==> src/hw/quadrature_decoder_pkg.sv <==
/*
 * Constants, register map and carrier types of the quadrature decoder
 * task, event and shortcut control.
 * Assumes a 10 MHz system clock and a 12-bit register byte address.
 */
package quadrature_decoder_pkg;

   // ---------------------------------------------------------------
   // Register byte offsets
   // ---------------------------------------------------------------
   localparam logic [11:0] OFS_START_TRIGGER         = 12'h000;
   localparam logic [11:0] OFS_STOP_TRIGGER          = 12'h004;
   localparam logic [11:0] OFS_CLEAR_BOTH_TRIGGER    = 12'h008;
   localparam logic [11:0] OFS_CLEAR_MOTION_TRIGGER  = 12'h00C;
   localparam logic [11:0] OFS_CLEAR_DOUBLE_TRIGGER  = 12'h010;
   localparam logic [11:0] OFS_NEW_SAMPLE_FLAG       = 12'h100;
   localparam logic [11:0] OFS_MOVEMENT_REPORT_FLAG  = 12'h104;
   localparam logic [11:0] OFS_OVERFLOW_FLAG         = 12'h108;
   localparam logic [11:0] OFS_DOUBLE_REPORT_FLAG    = 12'h10C;
   localparam logic [11:0] OFS_HALTED_FLAG           = 12'h110;
   localparam logic [11:0] OFS_EVENT_TASK_LINKS      = 12'h200;
   localparam logic [11:0] OFS_IRQ_ENABLE_SET        = 12'h304;
   localparam logic [11:0] OFS_IRQ_ENABLE_CLEAR      = 12'h308;
   localparam logic [11:0] OFS_DECODER_ENABLE        = 12'h500;
   localparam logic [11:0] OFS_SAMPLE_INTERVAL       = 12'h508;
   localparam logic [11:0] OFS_MOTION_SAMPLE         = 12'h50C;
   localparam logic [11:0] OFS_REPORT_INTERVAL       = 12'h510;
   localparam logic [11:0] OFS_MOTION_ACCUMULATOR    = 12'h514;
   localparam logic [11:0] OFS_MOTION_SNAPSHOT       = 12'h518;
   localparam logic [11:0] OFS_DOUBLE_COUNTER        = 12'h544;
   localparam logic [11:0] OFS_DOUBLE_SNAPSHOT       = 12'h548;

   // ---------------------------------------------------------------
   // Field layout and reset values
   // ---------------------------------------------------------------
   localparam int          NUM_EVENTS        = 5;
   localparam int          NUM_LINKS         = 7;
   localparam logic [6:0]  LINKS_RESET       = 7'h00;
   localparam logic [4:0]  IRQ_ENABLE_RESET  = 5'h00;
   localparam logic [3:0]  SAMPLE_INT_RESET  = 4'h0;
   localparam logic [3:0]  SAMPLE_INT_MAX    = 4'hA;
   localparam logic [3:0]  REPORT_INT_RESET  = 4'h0;
   // Link bit positions
   localparam int LNK_REPORT_CLEAR_BOTH   = 0;
   localparam int LNK_SAMPLE_STOP         = 1;
   localparam int LNK_REPORT_CLEAR_MOTION = 2;
   localparam int LNK_REPORT_STOP         = 3;
   localparam int LNK_DOUBLE_CLEAR_DOUBLE = 4;
   localparam int LNK_DOUBLE_STOP         = 5;
   localparam int LNK_SAMPLE_CLEAR_BOTH   = 6;

   // ---------------------------------------------------------------
   // Accumulator ranges
   // ---------------------------------------------------------------
   localparam logic signed [10:0] MOTION_MAX = 11'sh3FF;
   localparam logic signed [10:0] MOTION_MIN = -11'sh400;
   localparam logic [3:0]         DOUBLE_MAX = 4'hF;

   // ---------------------------------------------------------------
   // Timing
   // ---------------------------------------------------------------
   localparam int CLK_FREQ_MHZ       = 10;
   localparam int SAMPLE_BASE_US     = 128;
   localparam int SAMPLE_BASE_CYCLES = SAMPLE_BASE_US * CLK_FREQ_MHZ;

   // ---------------------------------------------------------------
   // Carrier types
   // ---------------------------------------------------------------
   typedef struct packed {
      logic halted;
      logic double_report;
      logic overflow;
      logic movement_report;
      logic new_sample;
   } event_set_t;

   typedef struct packed {
      logic clear_double;
      logic clear_motion;
      logic clear_both;
      logic stop;
      logic start;
   } task_set_t;

   // Samples per report for each interval code
   function automatic logic [8:0] report_samples(input logic [3:0] code);
      case (code)
         4'h0:    report_samples = 9'h00A;
         4'h1:    report_samples = 9'h028;
         4'h2:    report_samples = 9'h050;
         4'h3:    report_samples = 9'h078;
         4'h4:    report_samples = 9'h0A0;
         4'h5:    report_samples = 9'h0C8;
         4'h6:    report_samples = 9'h0F0;
         4'h7:    report_samples = 9'h118;
         4'h8:    report_samples = 9'h001;
         default: report_samples = 9'h00A;
      endcase
   endfunction : report_samples

endpackage : quadrature_decoder_pkg

==> src/hw/quadrature_decoder_task_event_ctrl.sv <==
/*
 * Task, event, shortcut and interrupt-enable control of a quadrature
 * decoder, with sample timer, motion accumulator and double-transition
 * counter.
 * Assumes phase inputs already synchronous to clk_sys and a register
 * master that never issues read and write strobes together.
 */
// Notes on behaviour
// - Start task runs periodic sampling
// - Stop task halts sampling
// - Clear-both snapshots and zeroes both atomically
// - Clear-motion snapshots and zeroes motion only
// - Clear-double snapshots and zeroes double only
// - Every new sample sets new-sample flag
// - Report period end, motion nonzero: report
// - Accumulator overflow sets overflow flag
// - Report period end, doubles nonzero: report
// - Stop sets halted flag
// - Movement report links to three tasks
// - New sample links to stop, clear-both
// - Double report links to clear-double, stop
// - Event flags readable and writable bits
// - Enable-set writes of one enable
// - Enable-set reads current enables
// - Enable-clear writes of one disable
// - Only plus or minus one accumulates
// - Overflowing sample dropped, others kept
// - Double counter counts double transitions
module quadrature_decoder_task_event_ctrl #(
   parameter logic [23:0] SAMPLE_BASE =
      24'(quadrature_decoder_pkg::SAMPLE_BASE_CYCLES)
) (
   // Clock and reset
   input  wire logic        clk_sys,
   input  wire logic        nrst,
   // Register port
   input  wire logic [11:0] addr,
   input  wire logic [31:0] wdata,
   input  wire logic        wr_en,
   input  wire logic        rd_en,
   output logic      [31:0] rdata,
   // Encoder phases
   input  wire logic        phase_a,
   input  wire logic        phase_b,
   // Status
   output logic             irq,
   output logic             running
);

   // ---------------------------------------------------------------
   // State
   // ---------------------------------------------------------------
   quadrature_decoder_pkg::event_set_t event_flags;
   quadrature_decoder_pkg::task_set_t  linked_tasks;
   logic        [4:0]  irq_enable;
   logic        [6:0]  event_task_links;
   logic               decoder_enable;
   logic        [3:0]  sample_interval_setting;
   logic        [3:0]  report_interval_setting;
   logic signed [2:0]  motion_sample;
   logic signed [10:0] motion_accumulator;
   logic signed [10:0] motion_snapshot;
   logic        [3:0]  double_transition_counter;
   logic        [3:0]  double_transition_snapshot;
   logic        [23:0] tick_count;
   logic        [8:0]  report_count;
   logic        [1:0]  prev_phase;

   // ---------------------------------------------------------------
   // Register write decode
   // ---------------------------------------------------------------
   wire logic wr_one = wr_en & wdata[0];
   quadrature_decoder_pkg::task_set_t sw_tasks;
   assign sw_tasks.start        = wr_one &
      (addr == quadrature_decoder_pkg::OFS_START_TRIGGER);
   assign sw_tasks.stop         = wr_one &
      (addr == quadrature_decoder_pkg::OFS_STOP_TRIGGER);
   assign sw_tasks.clear_both   = wr_one &
      (addr == quadrature_decoder_pkg::OFS_CLEAR_BOTH_TRIGGER);
   assign sw_tasks.clear_motion = wr_one &
      (addr == quadrature_decoder_pkg::OFS_CLEAR_MOTION_TRIGGER);
   assign sw_tasks.clear_double = wr_one &
      (addr == quadrature_decoder_pkg::OFS_CLEAR_DOUBLE_TRIGGER);

   wire logic wr_links  = wr_en &
      (addr == quadrature_decoder_pkg::OFS_EVENT_TASK_LINKS);
   wire logic wr_ie_set = wr_en &
      (addr == quadrature_decoder_pkg::OFS_IRQ_ENABLE_SET);
   wire logic wr_ie_clr = wr_en &
      (addr == quadrature_decoder_pkg::OFS_IRQ_ENABLE_CLEAR);
   wire logic wr_enable = wr_en &
      (addr == quadrature_decoder_pkg::OFS_DECODER_ENABLE);
   wire logic wr_s_int  = wr_en &
      (addr == quadrature_decoder_pkg::OFS_SAMPLE_INTERVAL);
   wire logic wr_r_int  = wr_en &
      (addr == quadrature_decoder_pkg::OFS_REPORT_INTERVAL);

   // Software and linked triggers act alike
   quadrature_decoder_pkg::task_set_t tasks;
   assign tasks = sw_tasks | linked_tasks;

   wire logic do_stop  = tasks.stop;
   wire logic do_start = tasks.start & ~tasks.stop;
   wire logic clear_motion = tasks.clear_both |
                             tasks.clear_motion;
   wire logic clear_double = tasks.clear_both |
                             tasks.clear_double;

   // ---------------------------------------------------------------
   // Sample timer
   // ---------------------------------------------------------------
   wire logic [3:0] interval_code =
      (sample_interval_setting > quadrature_decoder_pkg::SAMPLE_INT_MAX) ?
      quadrature_decoder_pkg::SAMPLE_INT_MAX : sample_interval_setting;
   wire logic [23:0] sample_period = SAMPLE_BASE << interval_code;
   wire logic sampling = running & decoder_enable;
   wire logic tick = sampling &
      (tick_count == sample_period - 24'h000001);
   wire logic [23:0] next_tick_count =
      (!sampling || tick || do_start) ? 24'h000000 :
      tick_count + 24'h000001;

   // ---------------------------------------------------------------
   // Transition decode
   // ---------------------------------------------------------------
   wire logic [1:0] cur_phase = {phase_a, phase_b};
   wire logic [1:0] phase_diff = cur_phase ^ prev_phase;
   wire logic is_double = tick & (phase_diff == 2'b11);
   wire logic is_step   = tick & (phase_diff == 2'b01 ||
                                  phase_diff == 2'b10);
   wire logic step_up   = prev_phase[1] ^ cur_phase[0];
   wire logic signed [2:0] next_motion_sample =
      is_double ? 3'sh2 :
      is_step   ? (step_up ? 3'sh1 : -3'sh1) :
      3'sh0;

   // ---------------------------------------------------------------
   // Accumulators
   // ---------------------------------------------------------------
   wire logic motion_over = is_step & (step_up ?
      (motion_accumulator == quadrature_decoder_pkg::MOTION_MAX) :
      (motion_accumulator == quadrature_decoder_pkg::MOTION_MIN));
   wire logic motion_add = is_step & ~motion_over;
   wire logic signed [10:0] motion_sum = !motion_add ?
      motion_accumulator :
      (step_up ? motion_accumulator + 11'sh001 :
                 motion_accumulator - 11'sh001);
   wire logic double_over = is_double &
      (double_transition_counter == quadrature_decoder_pkg::DOUBLE_MAX);
   wire logic [3:0] double_sum = (is_double & ~double_over) ?
      double_transition_counter + 4'h1 :
      double_transition_counter;

   // Current sample is folded into the snapshot so none is lost
   wire logic signed [10:0] next_motion_accumulator =
      clear_motion ? 11'sh000 : motion_sum;
   wire logic [3:0] next_double_counter =
      clear_double ? 4'h0 : double_sum;

   // ---------------------------------------------------------------
   // Report period
   // ---------------------------------------------------------------
   wire logic [8:0] report_target =
      quadrature_decoder_pkg::report_samples(report_interval_setting);
   wire logic report_due = tick &
      (report_count + 9'h001 >= report_target);
   wire logic [8:0] next_report_count =
      (do_start || report_due) ? 9'h000 :
      tick ? report_count + 9'h001 : report_count;

   // ---------------------------------------------------------------
   // Events
   // ---------------------------------------------------------------
   quadrature_decoder_pkg::event_set_t events;
   assign events.new_sample      = tick;
   assign events.movement_report = report_due &
                                   (motion_sum != 11'sh000);
   assign events.overflow        = motion_over | double_over;
   assign events.double_report   = report_due &
                                   (double_sum != 4'h0);
   assign events.halted          = do_stop;

   // ---------------------------------------------------------------
   // Event to task links
   // ---------------------------------------------------------------
   quadrature_decoder_pkg::task_set_t next_linked_tasks;
   assign next_linked_tasks.start        = 1'b0;
   assign next_linked_tasks.stop         =
      (events.new_sample &
       event_task_links[quadrature_decoder_pkg::LNK_SAMPLE_STOP]) |
      (events.movement_report &
       event_task_links[quadrature_decoder_pkg::LNK_REPORT_STOP]) |
      (events.double_report &
       event_task_links[quadrature_decoder_pkg::LNK_DOUBLE_STOP]);
   assign next_linked_tasks.clear_both   =
      (events.movement_report &
       event_task_links[quadrature_decoder_pkg::LNK_REPORT_CLEAR_BOTH]) |
      (events.new_sample &
       event_task_links[quadrature_decoder_pkg::LNK_SAMPLE_CLEAR_BOTH]);
   assign next_linked_tasks.clear_motion = events.movement_report &
      event_task_links[quadrature_decoder_pkg::LNK_REPORT_CLEAR_MOTION];
   assign next_linked_tasks.clear_double = events.double_report &
      event_task_links[quadrature_decoder_pkg::LNK_DOUBLE_CLEAR_DOUBLE];

   // ---------------------------------------------------------------
   // Event flags
   // ---------------------------------------------------------------
   localparam logic [11:0] EVENT_OFS [quadrature_decoder_pkg::NUM_EVENTS] =
      '{quadrature_decoder_pkg::OFS_NEW_SAMPLE_FLAG,
        quadrature_decoder_pkg::OFS_MOVEMENT_REPORT_FLAG,
        quadrature_decoder_pkg::OFS_OVERFLOW_FLAG,
        quadrature_decoder_pkg::OFS_DOUBLE_REPORT_FLAG,
        quadrature_decoder_pkg::OFS_HALTED_FLAG};

   logic [4:0] next_flags;
   logic [4:0] flag_hit;
   genvar gi;
   generate
      for (gi = 0; gi < quadrature_decoder_pkg::NUM_EVENTS; gi++) begin : g_flag
         assign flag_hit[gi]   = (addr == EVENT_OFS[gi]);
         // Hardware set wins over a software write
         assign next_flags[gi] = events[gi] ? 1'b1 :
            (wr_en & flag_hit[gi]) ? wdata[0] :
            event_flags[gi];
      end
   endgenerate

   wire logic [4:0] next_irq_enable = wr_ie_set ?
      (irq_enable | wdata[4:0]) :
      wr_ie_clr ? (irq_enable & ~wdata[4:0]) :
      irq_enable;

   wire logic next_running = do_stop ? 1'b0 :
                             do_start ? 1'b1 : running;

   // ---------------------------------------------------------------
   // Read selection
   // ---------------------------------------------------------------
   wire logic [31:0] read_value =
      (|flag_hit) ? {31'h00000000, |(flag_hit & event_flags)} :
      (addr == quadrature_decoder_pkg::OFS_EVENT_TASK_LINKS) ?
         {25'h0000000, event_task_links} :
      (addr == quadrature_decoder_pkg::OFS_IRQ_ENABLE_SET ||
       addr == quadrature_decoder_pkg::OFS_IRQ_ENABLE_CLEAR) ?
         {27'h0000000, irq_enable} :
      (addr == quadrature_decoder_pkg::OFS_DECODER_ENABLE) ?
         {31'h00000000, decoder_enable} :
      (addr == quadrature_decoder_pkg::OFS_SAMPLE_INTERVAL) ?
         {28'h0000000, sample_interval_setting} :
      (addr == quadrature_decoder_pkg::OFS_MOTION_SAMPLE) ?
         32'(motion_sample) :
      (addr == quadrature_decoder_pkg::OFS_REPORT_INTERVAL) ?
         {28'h0000000, report_interval_setting} :
      (addr == quadrature_decoder_pkg::OFS_MOTION_ACCUMULATOR) ?
         32'(motion_accumulator) :
      (addr == quadrature_decoder_pkg::OFS_MOTION_SNAPSHOT) ?
         32'(motion_snapshot) :
      (addr == quadrature_decoder_pkg::OFS_DOUBLE_COUNTER) ?
         {28'h0000000, double_transition_counter} :
      (addr == quadrature_decoder_pkg::OFS_DOUBLE_SNAPSHOT) ?
         {28'h0000000, double_transition_snapshot} :
      32'h00000000;

   // ---------------------------------------------------------------
   // Registers: control and configuration
   // ---------------------------------------------------------------
   always_ff @(posedge clk_sys or negedge nrst) begin
      if (!nrst) begin
         event_task_links        <= quadrature_decoder_pkg::LINKS_RESET;
         irq_enable              <= quadrature_decoder_pkg::IRQ_ENABLE_RESET;
         decoder_enable          <= 1'b0;
         sample_interval_setting <= quadrature_decoder_pkg::SAMPLE_INT_RESET;
         report_interval_setting <= quadrature_decoder_pkg::REPORT_INT_RESET;
      end else begin
         if (wr_links) begin
            event_task_links <= wdata[6:0];
         end
         irq_enable <= next_irq_enable;
         if (wr_enable) begin
            decoder_enable <= wdata[0];
         end
         if (wr_s_int) begin
            sample_interval_setting <= wdata[3:0];
         end
         if (wr_r_int) begin
            report_interval_setting <= wdata[3:0];
         end
      end
   end

   // ---------------------------------------------------------------
   // Registers: decoder state and events
   // ---------------------------------------------------------------
   always_ff @(posedge clk_sys or negedge nrst) begin
      if (!nrst) begin
         running      <= 1'b0;
         event_flags  <= '0;
         linked_tasks <= '0;
         tick_count   <= 24'h000000;
         report_count <= 9'h000;
         prev_phase   <= 2'b00;
         irq          <= 1'b0;
         rdata        <= 32'h00000000;
      end else begin
         running      <= next_running;
         event_flags  <= next_flags;
         linked_tasks <= next_linked_tasks;
         tick_count   <= next_tick_count;
         report_count <= next_report_count;
         if (do_start || tick) begin
            prev_phase <= cur_phase;
         end
         irq   <= |(event_flags & irq_enable);
         rdata <= rd_en ? read_value : 32'h00000000;
      end
   end

   // ---------------------------------------------------------------
   // Registers: sample and accumulators
   // ---------------------------------------------------------------
   always_ff @(posedge clk_sys or negedge nrst) begin
      if (!nrst) begin
         motion_sample              <= 3'sh0;
         motion_accumulator         <= 11'sh000;
         motion_snapshot            <= 11'sh000;
         double_transition_counter  <= 4'h0;
         double_transition_snapshot <= 4'h0;
      end else begin
         if (tick) begin
            motion_sample <= next_motion_sample;
         end
         motion_accumulator        <= next_motion_accumulator;
         double_transition_counter <= next_double_counter;
         if (clear_motion) begin
            motion_snapshot <= motion_sum;
         end
         if (clear_double) begin
            double_transition_snapshot <= double_sum;
         end
      end
   end

endmodule : quadrature_decoder_task_event_ctrl

==> config.mk <==
export PLATFORM = sky130hd
export DESIGN_NAME = quadrature_decoder_task_event_ctrl
export DESIGN_NICKNAME = d
export VERILOG_FILES = /design/src/hw/quadrature_decoder_pkg.sv /design/src/hw/quadrature_decoder_task_event_ctrl.sv
export SDC_FILE = /design/constraint.sdc
export NUM_CORES = 1
export LEC_CHECK = 0
export ABC_AREA = 1
export BUFFER_PORTS_ARGS = -buffer_cell sky130_fd_sc_hd__clkbuf_2
export CAP_MARGIN = 25
export CORE_ASPECT_RATIO = 1.2
export CORE_UTILIZATION = 54
export CTS_CLUSTER_SIZE = 24
export DETAILED_ROUTE_END_ITERATION = 10
export PLACE_DENSITY = 0.78
export SYNTH_ARGS = -nofsm -noshare
export SYNTH_HDL_FRONTEND = slang
export SYNTH_SLANG_ARGS = --single-unit
==> constraint.sdc <==
create_clock -name clk_sys -period 2.8 [get_ports clk_sys]
set_input_delay 0.56 -clock clk_sys [delete_from_list [all_inputs] [get_ports clk_sys]]
set_output_delay 0.56 -clock clk_sys [all_outputs]
set_load 0.005 [all_outputs]
After elaboration in Yosys (flattened, before gate mapping). Memories as Yosys holds them, arrays and structs flattened. Cells that the tools add are included.

Register bits after elaboration: 132. Latch bits: 0. RAM bits: 0. ROM bits: 128. Input bits: 50. Output and inout port bits: 34. Logic and storage cells: 175. Memories kept: 1.

$add $sub $neg: 6. Multiply operators: 0. Div/mod/pow operators: 0. Order comparisons: 2. Eq/ne operators: 27. Shift operators: 1. Muxes and demuxes: 39. Bitwise gates (word level): 53. Reduce and logical (&&, ||, !) cells: 21.

Memories: (no name shown) (depth 16, width 8, rd ports 1, clocked after memory_dff 0, write ports 0, RTL line quadrature_decoder_pkg.sv:87) `case (code)`.

Operators with widths (number): 32-bit 2-to-1 mux (10); 12-bit by 11-bit == test with 1-bit output, second input constant (8); 12-bit by 9-bit == test with 1-bit output, second input constant (5); 1-bit bitwise AND (36); 12-bit by 10-bit == test with 1-bit output, second input constant (3); 11-bit 2-to-1 mux (3); 24-bit by 1-bit adder with 24-bit output, second input constant (1); 12-bit by 4-bit == test with 1-bit output, second input constant (2); 24-bit == test (1); 24-bit 2-to-1 mux (1); 11-bit by 4-bit left shift with 24-bit output, first input constant (1); 24-bit by 1-bit subtractor with 24-bit output, second input constant (1); 11-bit == test, second input constant (2); 4-bit 2-to-1 mux (5); 9-bit 2-to-1 mux (2); 2-bit nonzero test (8); 5-bit bitwise AND (3); 5-bit OR reduction (3); 1-bit 2-to-1 mux (13); 12-bit by 3-bit == test with 1-bit output, second input constant (1); 12-bit by 5-bit == test with 1-bit output, second input constant (1); 12-bit logical NOT (1); 11-bit by 2-bit adder with 11-bit output, second input constant (1); 11-bit nonzero test (1); 19 further kinds (36).

Depth between registers and ports, before layout.
Depth in word-level cells: 16. Depth in mapped cells: 24. Mapped depth without buffers: 23.

Least setup slack after synthesis. Ideal clock, no wire load.

Kind: input -> register. Start point: input port phase_b. End point: register event_flags[1] in the netlist's numbering. Library setup time: 125 ps. Arrival: 2781 ps. Data required time: 2675 ps. Path slack: -106 ps. Stages: 14. Buffers on the path: 0. Path through: or2_2 > nand2_1 > ha_1 > a21oi_1 > o21ai_0 > a21oi_1 > o21ai_0 > or2_2 > nand4_1 > nand3_1 > nor2_1 > nand3_2 > nand2_2 > o21ai_1.

Word-level cells in the longest chain between the ends: 11. Elaborated cells between the ends (all ways): 16. Classes of those cells: eq/ne: 2; mux: 4; bitwise: 7; reduce/logical: 3.

RTL lines: start, declared (RTL line quadrature_decoder_task_event_ctrl.sv:44) `input wire logic phase_b,`; 2-bit bitwise XOR (RTL line quadrature_decoder_task_event_ctrl.sv:127) `wire logic [1:0] phase_diff = cur_phase ^ prev_phase;`; 2-bit by 1-bit == test with 1-bit output or 2-bit == test (tied branches) (RTL line quadrature_decoder_task_event_ctrl.sv:129, quadrature_decoder_task_event_ctrl.sv:130); 1-bit logical OR (RTL line quadrature_decoder_task_event_ctrl.sv:129) `wire logic is_step = tick & (phase_diff == 2'b01 ||`; 1-bit bitwise AND (RTL line quadrature_decoder_task_event_ctrl.sv:129); 1-bit bitwise AND (RTL line quadrature_decoder_task_event_ctrl.sv:140) `wire logic motion_over = is_step & (step_up ?`; 1-bit inverter (RTL line quadrature_decoder_task_event_ctrl.sv:143) `wire logic motion_add = is_step & ~motion_over;`; 1-bit bitwise AND (RTL line quadrature_decoder_task_event_ctrl.sv:143); 11-bit 2-to-1 mux (*) (RTL line quadrature_decoder_task_event_ctrl.sv:144) `wire logic signed [10:0] motion_sum = !motion_add ?`; 11-bit nonzero test (*) (RTL line quadrature_decoder_task_event_ctrl.sv:177) `(motion_sum != 11'sh000);`; 1-bit bitwise AND (*) (RTL line quadrature_decoder_task_event_ctrl.sv:176) `assign events.movement_report = report_due &`; 1-bit 2-to-1 mux or 2-bit nonzero test (tied branches); end signal, assigned (RTL line quadrature_decoder_task_event_ctrl.sv:306) `event_flags <= next_flags;`; end, declared (RTL line quadrature_decoder_task_event_ctrl.sv:53) `quadrature_decoder_pkg::event_set_t event_flags;`.

Mark *: on every way between the ends. The rest lies on a longest branch, timed or not. A chain may end at the register's enable or synchronous reset.

==> out/qor.log <==
qor: timing.finalCritPeriodShare 103%
qor: place.place.port_buffers 58
qor: power.power-per-cell-area 367 mW/mm^2
qor: outcome.violations setup timing
qor: detailed_routing.route.detailed.wl_per_inst 15.4 um
qor: cts.cts-root-buf sky130_fd_sc_hd__clkbuf_16
qor: synth.synth_sequential_area_ratio 38.5%
qor: critical_path.worstSetupStartpoint sample_interval_setting[2]
qor: detailed_routing.finalWirelength 19.7 mm
qor: floorplanning.pin_count 84
qor: timing.number_of_endpoints_with_negative_hold_slack_in_the_final_report 0
qor: cts.path_clk_slew 0.07 ns
qor: synth.mappedNetlistNets 1,077
qor: critical_path.worstPathMaxFanout 5
qor: power.total_power 3160 uW
qor: timing.finalWorstPathRequiredPeriod 2.88 ns
qor: critical_path.endpoint_kind flip-flop
qor: critical_path.startpoint_type flip-flop
qor: global_route.track_usage 29.5%
qor: timing.tightestPinTransition 0.573 ns
qor: cells_and_area.instances_no_fill 1,282
qor: timing.rsz0062_at_grt yes
qor: synth.asyncSetResetFlopFracSynth 100%
qor: flow_run.max_cap_viol_count 0
qor: critical_path.r2r_setup_slack -0.08 ns
qor: global_route.grt_first_pass_wirelength 31.5 mm
qor: place.hpwl 14.9 mm
qor: timing.fmax 347 MHz
qor: cells_and_area.share_of_post_route_cells_with_drive_strength_above_1 20.3%
qor: cells_and_area.finish.utilization 67.0%
qor: cts.numCtsBuffers 9
qor: synth.post-synth-top-area-fraction 38.5%
qor: floorplanning.placementRows 45
qor: critical_path.cp_slowest_cell sky130_fd_sc_hd__dfrtp_1
qor: critical_path.critical_path_arrival 3.14 ns
qor: synth.synth_enable_flop_cells 0
qor: floorplanning.dieHeight 129 um
qor: timing.postLayoutSetupSlackWorst -0.0791 ns
qor: critical_path.critical_path.reg2reg.endpoint linked_tasks[1]
qor: power.leakage_power_summed_over_all_cells 0.00429 uW
qor: synth.synth_largest_area_cell sky130_fd_sc_hd__dfrtp_1
qor: detailed_routing.detail-route-antenna-nets 0
qor: synth.synthDistinctLibCells 47
qor: cts.deepest_clock_path_buffer_count 2
qor: critical_path.slowest_delay 0.41 ns
qor: power.ir_worst_vdd 0.254 mV
qor: synth.synth_area_leaders sky130_fd_sc_hd__dfrtp_1 (39%), sky130_fd_sc_hd__nand2_1 (13%), sky130_fd_sc_hd__nor2_1 (6.0%)
qor: synth.avgSynthCellArea 7.21 sq um
qor: synth.ys_seq_elements 111
qor: worst_hold_path.hp-class in -> async
qor: global_route.grt_max_degree 44
qor: timing.fin_hold_ws 0.136 ns
qor: critical_path.worstPathRequired 3.06 ns
qor: timing.relSlewSlack 61.8%
qor: global_route.gr-total-overflow 0
qor: detailed_routing.detail_route.vias_per_cell 5.53
qor: critical_path.critical_path_cell_by_cell nor2_4, nand2_2, ha_4, inv_2, nand2_1, nand2_1, nor2_1, nand3_1, nor2_2, nand2_1, nor2_2, nand3_4, buf_6, nor2_4, nand2_2, nand2_2, nand2_2, nor2_2, nand2_2, nand3_2, nand2_1, inv_1, nand2_1
qor: cts.clock_insertion_delay_worst_skew 0.37 ns
qor: outcome.run_status complete, but fails checks
qor: place.gpl_congestion 1.01
qor: critical_path.crit-reg2reg-launch sample_interval_setting[2]
qor: place.post-place-cells 1,256
qor: timing.finClkSkew 0.0145 ns
qor: cells_and_area.diodes 0
qor: cts.cts_tree done
qor: floorplanning.initial_core_util 56.2%
qor: floorplanning.core_region_area 0.0128 sq mm
qor: timing.tns -0.300 ns
qor: critical_path.critPathKind reg -> reg
qor: cts.clock_sinks 111
qor: cells_and_area.area.growth.synth_to_final 19.3%
qor: critical_path.cp.buffers_inverters 3
qor: synth.synth_area 0.00721 sq mm
qor: global_route.grt_antenna_before_repair 0
qor: timing.setup-violations-final 7
qor: synth.synth_warn 0
qor: critical_path.worst-r2r-cell-count 23
qor: cells_and_area.layout.filler_cells 1,131
qor: global_route.grt_pass1_vias 6,731
qor: critical_path.critPathTopFamily simple AND/OR/NAND/NOR gates
qor: detailed_routing.drc 0
qor: detailed_routing.dr_total_vias 7,093
qor: detailed_routing.detail_route.iter0.violations 422
qor: synth.synthCells 1,000
qor: floorplanning.design.die.area 0.0138 sq mm
qor: floorplanning.dieWidth 107 um
qor: detailed_routing.first_pass_iters 5
qor: synth.synth-main-ff-cell sky130_fd_sc_hd__dfrtp_1
qor: cells_and_area.final_net_count 1,190
qor: timing.maxSlewViolCount 0
qor: cts.clock_tree.htree_level_count 3
flip-flops by register name, summed over array words and instances, names as in the netlist, 5 cells and up, named ones only:
signal,count
report_count,9
event_task_links,7
tick_count,24
motion_snapshot,11
motion_accumulator,11
rdata,11
event_flags,5
area by class of cell:
type | instances | area (sq um) | share of cell area [%]
clock buffer | 12 | 246 | 2.87
clock inverter | 4 | 55.1 | 0.640
inverter | 123 | 465 | 5.41
multi-input combinational | 727 | 3900 | 45.4
sequential | 111 | 2780 | 32.3
tap | 164 | 205 | 2.39
timing repair buffer | 140 | 940 | 10.9
timing repair inverter | 1 | 7.51 | 0.0873
timing repair:
item | in CTS | in global routing
setup buffers | 4 | 5
resized for setup | 17 | 45
hold buffers | 0 | 0
endpoints found under the setup margin | 9 | 32
cloned | 1 | 0
pin swaps | 11 | 18
worst reg2reg max path, delay by kind of cell (launching register included):
family / cells / cell delay, ns
and+or+nand+nor: 19 / 1.85
adders and majority gates: 1 / 0.29
DFF: 1 / 0.41
buffers and inverters: 3 / 0.22
cells by family after synthesis:
| kind of cell | count (synthesis) | share of synthesized area [%] |
|---|---|---|
| adder cells (fa/ha/maj) | 27 | 4.79 |
| flip-flops | 111 | 38.5 |
| AND/OR/NAND/NOR | 524 | 31.7 |
| multiplexers | 3 | 0.451 |
| XOR/XNOR | 22 | 2.67 |
| buffers and inverters | 162 | 9.96 |
| AO/OA/AOI/OAI | 151 | 11.9 |
layer usage:
metal / share of wire [%] / track usage [%] / vias up
met4: 4.6 / 17.2 / 0
met2: 49 / 50.1 / 208
met3: 4.9 / 4.26 / 67
met1: 41 / 35.6 / 3321
li1: - / - / 3497
met5: 0 / 0 / -
how the worst max path moves through the flow:
stage	cells after the start	slack, ns	endpoint
after CTS	23	-0.06	linked_tasks[1]
final	23	-0.08	linked_tasks[1]
after detailed placement	16	-0.30	event_flags[1]
after global placement	15	-0.28	event_flags[1]
after global routing	23	-0.26	linked_tasks[1]
after floorplan	14	0.008	event_flags[1]
cell usage after synthesis (all sizes together), types with 2 or more instances:
| library cell | n |
|---|---|
| o21a | 4 |
| o31ai | 4 |
| ha | 26 |
| a21oi | 51 |
| o22ai | 4 |
| nor4 | 13 |
| or2 | 4 |
| nand3 | 69 |
| o21ai | 61 |
| xor2 | 16 |
| mux2 | 2 |
| a221oi | 3 |
| o2111ai | 2 |
| o211ai | 2 |
| a211oi | 8 |
| buf | 29 |
| nand3b | 4 |
| o221ai | 4 |
| inv | 122 |
| nor3 | 24 |
| a31oi | 4 |
| nor3b | 10 |
| dfrtp | 111 |
| nand2 | 259 |
| nand4 | 15 |
| clkbuf | 10 |
| xnor2 | 6 |
| nor2 | 125 |
placed cells by master (no fill, tap or decap), types with 9 or more instances in the layout:
cell	instances
sky130_fd_sc_hd__nand4_1	15
sky130_fd_sc_hd__clkbuf_16	9
sky130_fd_sc_hd__a21oi_1	49
sky130_fd_sc_hd__inv_2	12
sky130_fd_sc_hd__o21ai_1	13
sky130_fd_sc_hd__inv_1	109
sky130_fd_sc_hd__dfrtp_1	111
sky130_fd_sc_hd__nand2_1	243
sky130_fd_sc_hd__o21ai_0	47
sky130_fd_sc_hd__ha_1	23
sky130_fd_sc_hd__nor3_1	23
sky130_fd_sc_hd__nor2_1	108
sky130_fd_sc_hd__xor2_1	15
sky130_fd_sc_hd__nand2_2	13
sky130_fd_sc_hd__nor3b_1	10
sky130_fd_sc_hd__nor2_2	12
sky130_fd_sc_hd__buf_4	77
sky130_fd_sc_hd__nor4_1	12
sky130_fd_sc_hd__nand3_1	60
sky130_fd_sc_hd__clkbuf_2	57
power by group:
part	internal (uW)	switching, uW
registers	1610	8.29
logic	72.4	129
clock network	723	608
total	2410	745
through the flow:
step	instance area [sq um]	worst slack [ns]
5_1_grt	8600	-0.264
3_3_place_gp	8020	-0.281
2_1_floorplan	7210	0.00761
3_5_place_dp	8020	-0.297
6_report	8600	-0.0791
4_1_cts	8420	-0.0586
(Power assumes the default switching activity.)
